==> src/pkg/sar_pkg.sv <==
package sar_pkg;
  // ---------------------------------------------------------------
  // sizes and counts
  // ---------------------------------------------------------------
  localparam int RES_BITS = 16;
  localparam int LEAD_FALLS = 5;      // falling edge that enables the pin
  localparam int CNT_W = 5;
  localparam logic [CNT_W-1:0] CNT_ZERO = 5'h00;
  localparam logic [CNT_W-1:0] CNT_ONE = 5'h01;
  localparam logic [CNT_W-1:0] CNT_LEAD = 5'h05;
  localparam logic [CNT_W-1:0] CNT_LAST = 5'h15; // lead + 16 bits
  localparam logic [RES_BITS-1:0] CODE_ZERO = 16'h0000;
  localparam logic [RES_BITS-1:0] CODE_MID = 16'h8000;
  localparam logic [RES_BITS-1:0] CODE_FULL = 16'hffff;

  // ---------------------------------------------------------------
  // types
  // ---------------------------------------------------------------
  typedef enum logic [3:0] {
    SAR_IDLE = 4'h1,
    SAR_LEAD = 4'h2,
    SAR_SHIFT = 4'h4,
    SAR_DONE = 4'h8
  } sar_state_e;

  // serial data pin as data and enable
  typedef struct packed {
    logic data;
    logic oe_n;
  } sar_pin_s;
endpackage : sar_pkg

==> src/design/sar_readout.sv <==
`timescale 1ns/100ps
module sar_readout
  import sar_pkg::*;
(
  // clock and reset
  input wire logic sys_clk_i,
  input wire logic rst_i,
  // serial link pins
  input wire logic sel_n_i,
  input wire logic host_shift_clock_i,
  output logic sdo_o,
  output logic sdo_oe_n_o,
  // converter core side
  input wire logic [RES_BITS-1:0] sample_i,
  input wire logic under_i,
  input wire logic over_i,
  output logic convert_o,
  output logic power_down_o
);
  // ---------------------------------------------------------------
  // pin synchronisers
  // ---------------------------------------------------------------
  logic sel_s1_r, sel_s2_r, sel_s3_r;
  logic clk_s1_r, clk_s2_r, clk_s3_r;
  logic sel_s1_nxt, clk_s1_nxt;

  // plain capture, second stage alone reads the first
  always_comb
  begin
    sel_s1_nxt = sel_n_i;
    clk_s1_nxt = host_shift_clock_i;
  end

  always_ff @(posedge sys_clk_i or posedge rst_i)
  begin
    if (rst_i)
    begin
      sel_s1_r <= 1'b1;
      sel_s2_r <= 1'b1;
      sel_s3_r <= 1'b1;
      // host clock idles high, so no false fall after reset
      clk_s1_r <= 1'b1;
      clk_s2_r <= 1'b1;
      clk_s3_r <= 1'b1;
    end
    else
    begin
      sel_s1_r <= sel_s1_nxt;
      sel_s2_r <= sel_s1_r;
      sel_s3_r <= sel_s2_r;
      clk_s1_r <= clk_s1_nxt;
      clk_s2_r <= clk_s1_r;
      clk_s3_r <= clk_s2_r;
    end
  end

  logic sel_fall, sclk_fall;
  assign sel_fall = sel_s3_r & ~sel_s2_r;
  assign sclk_fall = clk_s3_r & ~clk_s2_r;

  // ---------------------------------------------------------------
  // conversion and shift sequencer
  // ---------------------------------------------------------------
  sar_state_e state_r, state_nxt;
  logic [CNT_W-1:0] falls_r, falls_nxt;
  logic [RES_BITS-1:0] shreg_r, shreg_nxt;
  logic sdo_r, sdo_nxt;
  logic oe_n_r, oe_n_nxt;
  logic conv_r, conv_nxt;
  logic pd_r, pd_nxt;
  logic [RES_BITS-1:0] code;

  // clamp out-of-range inputs to the end codes
  always_comb
  begin
    if (over_i)
      code = CODE_FULL;
    else if (under_i)
      code = CODE_ZERO;
    else
      code = sample_i;
  end

  always_comb
  begin
    state_nxt = state_r;
    falls_nxt = falls_r;
    shreg_nxt = shreg_r;
    sdo_nxt = sdo_r;
    oe_n_nxt = oe_n_r;
    conv_nxt = 1'b0;
    pd_nxt = pd_r;
    // select high always aborts and floats the pin
    if (sel_s2_r)
    begin
      state_nxt = SAR_IDLE;
      oe_n_nxt = 1'b1;
      sdo_nxt = 1'b0;
      falls_nxt = CNT_ZERO;
      pd_nxt = 1'b1;
    end
    else
    begin
      unique case (state_r)
        SAR_IDLE:
        begin
          if (sel_fall)
          begin
            // the core result is latched at once, so no pipeline lag
            state_nxt = SAR_LEAD;
            conv_nxt = 1'b1;
            pd_nxt = 1'b0;
            shreg_nxt = code;
            falls_nxt = CNT_ZERO;
          end
        end
        SAR_LEAD:
        begin
          pd_nxt = 1'b1;
          if (sclk_fall)
          begin
            falls_nxt = falls_r + CNT_ONE;
            if (falls_r + CNT_ONE == CNT_LEAD)
            begin
              oe_n_nxt = 1'b0;
              sdo_nxt = 1'b0;
              state_nxt = SAR_SHIFT;
            end
          end
        end
        SAR_SHIFT:
        begin
          // bit changes only on a fall, so it spans rise and fall
          if (sclk_fall)
          begin
            falls_nxt = falls_r + CNT_ONE;
            sdo_nxt = shreg_r[RES_BITS-1];
            shreg_nxt = {shreg_r[RES_BITS-2:0], 1'b0};
            if (falls_r + CNT_ONE == CNT_LAST)
              state_nxt = SAR_DONE;
          end
        end
        SAR_DONE:
        begin
          // extra clocks after the lsb shift out zeros
          if (sclk_fall)
            sdo_nxt = 1'b0;
        end
        default:
          state_nxt = SAR_IDLE;
      endcase
    end
  end

  always_ff @(posedge sys_clk_i or posedge rst_i)
  begin
    if (rst_i)
    begin
      state_r <= SAR_IDLE;
      falls_r <= CNT_ZERO;
      shreg_r <= CODE_ZERO;
      sdo_r <= 1'b0;
      oe_n_r <= 1'b1;
      conv_r <= 1'b0;
      pd_r <= 1'b1;
    end
    else
    begin
      state_r <= state_nxt;
      falls_r <= falls_nxt;
      shreg_r <= shreg_nxt;
      sdo_r <= sdo_nxt;
      oe_n_r <= oe_n_nxt;
      conv_r <= conv_nxt;
      pd_r <= pd_nxt;
    end
  end

  sar_pin_s pin;
  assign pin = '{data: sdo_r, oe_n: oe_n_r};
  assign sdo_o = pin.data;
  assign sdo_oe_n_o = pin.oe_n;
  assign convert_o = conv_r;
  assign power_down_o = pd_r;

  // ---------------------------------------------------------------
  // checks
  // ---------------------------------------------------------------
  property p_start;
    @(posedge sys_clk_i) disable iff (rst_i)
    (sel_fall && state_r == SAR_IDLE) |=> convert_o && state_r == SAR_LEAD;
  endproperty
  a_start: assert property (p_start) else $error("no start");

  property p_lead;
    @(posedge sys_clk_i) disable iff (rst_i)
    (state_r == SAR_LEAD && sclk_fall && !sel_s2_r
      && falls_r == CNT_LEAD - CNT_ONE)
      |=> !sdo_oe_n_o && !sdo_o;
  endproperty
  a_lead: assert property (p_lead) else $error("lead bit wrong");

  property p_float_lead;
    @(posedge sys_clk_i) disable iff (rst_i)
    state_r == SAR_LEAD |-> sdo_oe_n_o;
  endproperty
  a_float_lead: assert property (p_float_lead) else $error("early drive");

  property p_msb;
    @(posedge sys_clk_i) disable iff (rst_i)
    (state_r == SAR_SHIFT && sclk_fall && !sel_s2_r)
      |=> sdo_o == $past(shreg_r[RES_BITS-1]);
  endproperty
  a_msb: assert property (p_msb) else $error("bit order wrong");

  property p_hold;
    @(posedge sys_clk_i) disable iff (rst_i)
    (!sclk_fall && !sel_s2_r && state_r != SAR_IDLE) |=> $stable(sdo_o);
  endproperty
  a_hold: assert property (p_hold) else $error("bit moved");

  property p_pd;
    @(posedge sys_clk_i) disable iff (rst_i)
    convert_o |=> power_down_o;
  endproperty
  a_pd: assert property (p_pd) else $error("no power down");

  property p_clamp;
    @(posedge sys_clk_i) disable iff (rst_i)
    (sel_fall && state_r == SAR_IDLE && over_i) |=> shreg_r == CODE_FULL;
  endproperty
  a_clamp: assert property (p_clamp) else $error("no clamp");

  property p_word;
    @(posedge sys_clk_i) disable iff (rst_i)
    (sel_fall && state_r == SAR_IDLE && !over_i && !under_i)
      |=> shreg_r == $past(sample_i);
  endproperty
  a_word: assert property (p_word) else $error("stale word");

  property p_release;
    @(posedge sys_clk_i) disable iff (rst_i)
    sel_s2_r |=> sdo_oe_n_o;
  endproperty
  a_release: assert property (p_release) else $error("pin driven");

  c_start: cover property (@(posedge sys_clk_i) disable iff (rst_i)
    convert_o);
  c_drive: cover property (@(posedge sys_clk_i) disable iff (rst_i)
    $fell(sdo_oe_n_o));
  c_done: cover property (@(posedge sys_clk_i) disable iff (rst_i)
    state_r == SAR_DONE);
endmodule : sar_readout

==> config.mk <==
export PLATFORM = sky130hd
export DESIGN_NAME = sar_readout
export DESIGN_NICKNAME = d
export VERILOG_FILES = /design/src/pkg/sar_pkg.sv /design/src/design/sar_readout.sv
export SDC_FILE = /design/constraint.sdc
export NUM_CORES = 1
export LEC_CHECK = 0
export BUFFER_PORTS_ARGS = -buffer_cell sky130_fd_sc_hd__buf_4
export CAP_MARGIN = 10
export CORE_MARGIN = 2
export CORE_UTILIZATION = 61
export DETAILED_ROUTE_END_ITERATION = 7
export PLACE_DENSITY = 0.92
export SLEW_MARGIN = 20
export SYNTH_ARGS = -nofsm -noshare
export SYNTH_HDL_FRONTEND = slang
export SYNTH_SLANG_ARGS = --single-unit
export TNS_END_PERCENT = 100
==> constraint.sdc <==
create_clock -name sys_clk_i -period 3.6 [get_ports sys_clk_i]
set_clock_uncertainty 0.1 [all_clocks]
set_input_delay 0.54 -clock sys_clk_i [delete_from_list [all_inputs] [get_ports sys_clk_i]]
set_output_delay 0.54 -clock sys_clk_i [all_outputs]
set_load 0.02 [all_outputs]
-- Word level (Yosys, flattened, before mapping)
Index checks and enable logic that the tools add are counted.
- $add $sub $neg: 1
- $mul: 0
- div/mod/pow operators: 0
- order comparisons: 0
- equality and inequality tests: 16
- shifts and indexed selects: 0
- muxes and demuxes: 30
- bitwise gates (word level): 4
- reduce and logical (&&, ||, !) cells: 14
- operator list (operator ; count):
    16-bit 2-to-1 mux ; 4
    16-bit case mux with 2 select lines ; 1
    4-bit 2-to-1 mux ; 6
    3-bit != test (second input constant) ; 6
    4-bit case mux with 4 select lines ; 1
    5-bit 2-to-1 mux ; 3
    1-bit 2-to-1 mux ; 12
    5-bit case mux with 2 select lines ; 1
    2-bit nonzero test ; 4
    2-bit != test (second input constant) ; 3
    3-bit AND reduction ; 2
    6-bit AND reduction ; 1
    3-bit nonzero test ; 2
    5-bit by 1-bit adder with 5-bit output (second input constant) ; 1
    5-bit by 3-bit equality test with 1-bit output (second input constant) ; 1
    5-bit equality test (second input constant) ; 1
    5-bit AND reduction ; 1
    4-bit by 1-bit equality test with 1-bit output (second input constant) ; 1
    4-bit by 2-bit equality test with 1-bit output (second input constant) ; 1
    4-bit by 3-bit equality test with 1-bit output (second input constant) ; 1
    4-bit equality test (second input constant) ; 1
    4-bit AND reduction ; 1
    4-bit nonzero test ; 1
    3-bit by 1-bit != test with 1-bit output (second input constant) ; 1
    6 further kinds ; 8
- register bits: 35
- latch bits: 0
- memory bits (writable): 0
- bits in read-only memories: 0
- input port bits: 22
- output and inout port bits: 4
- word-level logic and storage cells: 78
- memories kept: 0

-- Logic depth before layout (Yosys ltp)
- depth after elaboration: 6
- gate-level depth with buffers: 8

-- Worst setup path after synthesis
No wires, ideal clock.
- path type: register to register
- from: reg state_r[0]
- to: reg shreg_r[15]
- library setup time: 0.125 ns
- arrival time: 1.589 ns
- path slack: 1.786 ns
- stages on the path, launching flop included: 7
- path buffers: 1
- period minus slack after synthesis: 1.814 ns
- cell sequence: dfstp_2 -> nand3b_1 -> nor3_2 -> a21oi_4 -> nor2_4 -> buf_8 -> mux2_4
- cells in the longest elaborated chain, start to end: 3
- RTL lines (element ; line ; source):
    from (decl) ; sar_readout.sv:64 ; sar_state_e state_r, state_nxt;
    from (signal assigned) ; sar_readout.sv:169 ; state_r <= state_nxt;
    4-bit by 3-bit equality test with 1-bit output / 4-bit by 1-bit equality test with 1-bit output (equally long branches) ; sar_readout.sv:104 ; unique case (state_r)
    2-bit != test (no source line) / 2-bit nonzero test (equally long branches) ; - ;
    4-bit AND reduction (no source line) ; - ;
    to (signal assigned) ; sar_readout.sv:171 ; shreg_r <= shreg_nxt;
    to (decl) ; sar_readout.sv:66 ; logic [RES_BITS-1:0] shreg_r, shreg_nxt;
Parallel ways exist; a longest one is shown, timed or not.
A chain may end at the register's enable or synchronous reset.

-- Worst setup path after layout
- from: reg state_r[1]
- to: reg shreg_r[11]
Same word-level chain as after synthesis.

==> metrics.csv <==
metric,value,unit
synthFlopType,dfrtp_1,
antenna_left,0,
reg_top3,"shreg_r (16), falls_r (5), state_r (4)",
rsz0062_at_grt,no,
first_pass_iters,4,
leakage,0.896,nW
antenna_found_initial,0,
synth_nets,209,
die_h,59.2,µm
n_antenna_cell,0,
viasPerCell,5.56,
crit_type,flip-flop to flip-flop,
synth_cell_types,42,
grt_overflow_total,0,
dr.first_iter.drc_count,24,
grt_usage,0.213,
layout-drive-gt1-share,0.327,
yosys.area.top_type,dfrtp_1,
fillers,231,
cp-start-kind,flip-flop,
powerDensity,395,nW/µm²
synth_area_leaders,"dfrtp_1, dfstp_2, mux2_4",
path_clk_slew,0.11,ns
hold_viol,0,
ys_ff_latch,35,
largest_register_ffs,16,
maxCapViolations,0,
min_path_type,input pin to asynchronous set/reset pin,
layout.nets,231,
largest-register,shreg_r,
syn_inst,185,
crit_arrival,2.34,ns
crit_family,simple AND/OR/NAND/NOR gates,
yosysSeqAreaShare,0.476,
cp_data_required_time,3.75,ns
cts_resized,0,
htreeDepth,2,
clk_path_buf_depth,2,
max_stage_delay,0.48,ns
cts.root.buffer_cell,clkbuf_4,
synthTopCellsByCount,"dfrtp_1, o21ai_0, nand2_1, a21oi_1",
fin_crit_sh,0.610,
gp_congestion,0.805,
max_slew.worst_pin.slew,0.601,ns
path_buf_inv,0,
synth_top_area_share,0.349,
end_kind,flip-flop,
die_width,59.2,µm
critPathMaxFanout,32,
postSynthAreaPerCell,10.1,µm²
pin_count,26,
cts.sinks,35,
syn_to_final_growth,12.0,%
grt_pass1_vias,1244,
timing.final.crit_period,2.20,ns
wire_per_inst,13.1,µm
cts_tree,done,
initial_core_util,0.625,
cts_hold_buf,0,
row_count,20,
dp_hpwl,2260,µm
io_buffers,25,
yosysWarningCount,0,
cts_setup_buffers,0,
syn_area,1860,µm²
status,"complete, no violations",
synth_most_common_cell,dfrtp_1,
fmax,455,MHz
wirelength,3150,µm
power.total,0.000825,W
slew_headroom,0.599,
cp_cell_sequence,nor2_2 > and3_4 > a21oi_4 > nor2_4 > mux2_2,
vias,1340,
core_region_area,2980,µm²
cp_slowest_cell,dfrtp_1,
numCtsBuffers,5,
ir_drop,0.203,mV
slew_violations,0,
synth_edf_count,0,
drc,0,
insertion_delay,0.36,ns
die_area,3510,µm²
setup_viol,0,
grt_pass1_wl,5460,µm
grt_max_degree,33,
async_flop_share,1.00,
finalSetupTns,0,ns
## cells in the final DEF (no fill, tap or decap), drive strengths merged, types with 2 or more instances in the layout
master	instances
clkbuf	5
nand3	4
a21oi	20
mux2	16
xnor2	4
inv	10
or3	2
and2	2
dfrtp	26
ha	2
o41ai	2
nand4	2
dfstp	9
and2b	2
nor3	3
clkinv	3
nand2	20
o22ai	3
o21ai	22
buf	27
nor2	11
## kinds of logic after synthesis
kind of cell	Yosys count	share of synthesized area
compound gates	52	0.160
fa+ha+maj	2	0.0134
flops	35	0.476
mux	17	0.122
xor+xnor	5	0.0235
simple gates	52	0.145
buf+inv	22	0.0591
## per-layer routing
layer  vias to the layer above  global-route usage  share of wire
li1                        687                   -              -
met1                       630               0.268           0.47
met2                        14               0.330           0.47
met3                         9              0.0524          0.026
met4                         0               0.130          0.029
met5                         -                   0              0
## power breakdown
part / internal (W) / switching (W)
Sequential: 0.000447 / 0.0000326
Clock: 0.0000725 / 0.000135
Combinational: 0.0000843 / 0.0000531
Total: 0.000604 / 0.000221
## through the flow
step | cell area [µm²] | utilization | setup WS, ns | hold WS [ns] | cells
4_1_cts | 2090 | 0.700 | 1.40 | 0.164 | 241
3_5_place_dp | 2030 | 0.683 | 1.42 | 0.249 | 233
6_report | 2090 | 0.700 | 1.40 | 0.146 | 241
3_3_place_gp | 2030 | 0.683 | 1.49 | 0.246 | 233
5_1_grt | 2090 | 0.700 | 1.26 | 0.156 | 241
2_1_floorplan | 1860 | - | 1.79 | 0.245 | 185
## cell type report
class                   instances  area [µm²]  area share
repair buffers                 27         203      0.0972
clock inverters                 3        15.0     0.00720
clock buffers                   5        37.5      0.0180
well taps                      33        41.3      0.0198
flip-flops and latches         35         887       0.425
inverters                      10        37.5      0.0180
multi-input cells             128         865       0.415
## path summary, 6_finish.rpt
kind / from / to / slack (ns) / cells past startpoint
worst max-delay path: state_r[1] / shreg_r[11] / 1.40 / 5
worst max register to register: state_r[1] / shreg_r[11] / 1.40 / 5
max in group asynchronous: rst_i / sel_s1_r / 2.66 / 3
worst min register to register: sel_s1_r / sel_s2_r / 0.26 / 0
worst min-delay path: rst_i / shreg_r[15] / 0.15 / 2
min in group sys_clk_i: host_shift_clock_i / clk_s1_r / 0.18 / 1
No activity file was read; power rests on OpenSTA's default activity.
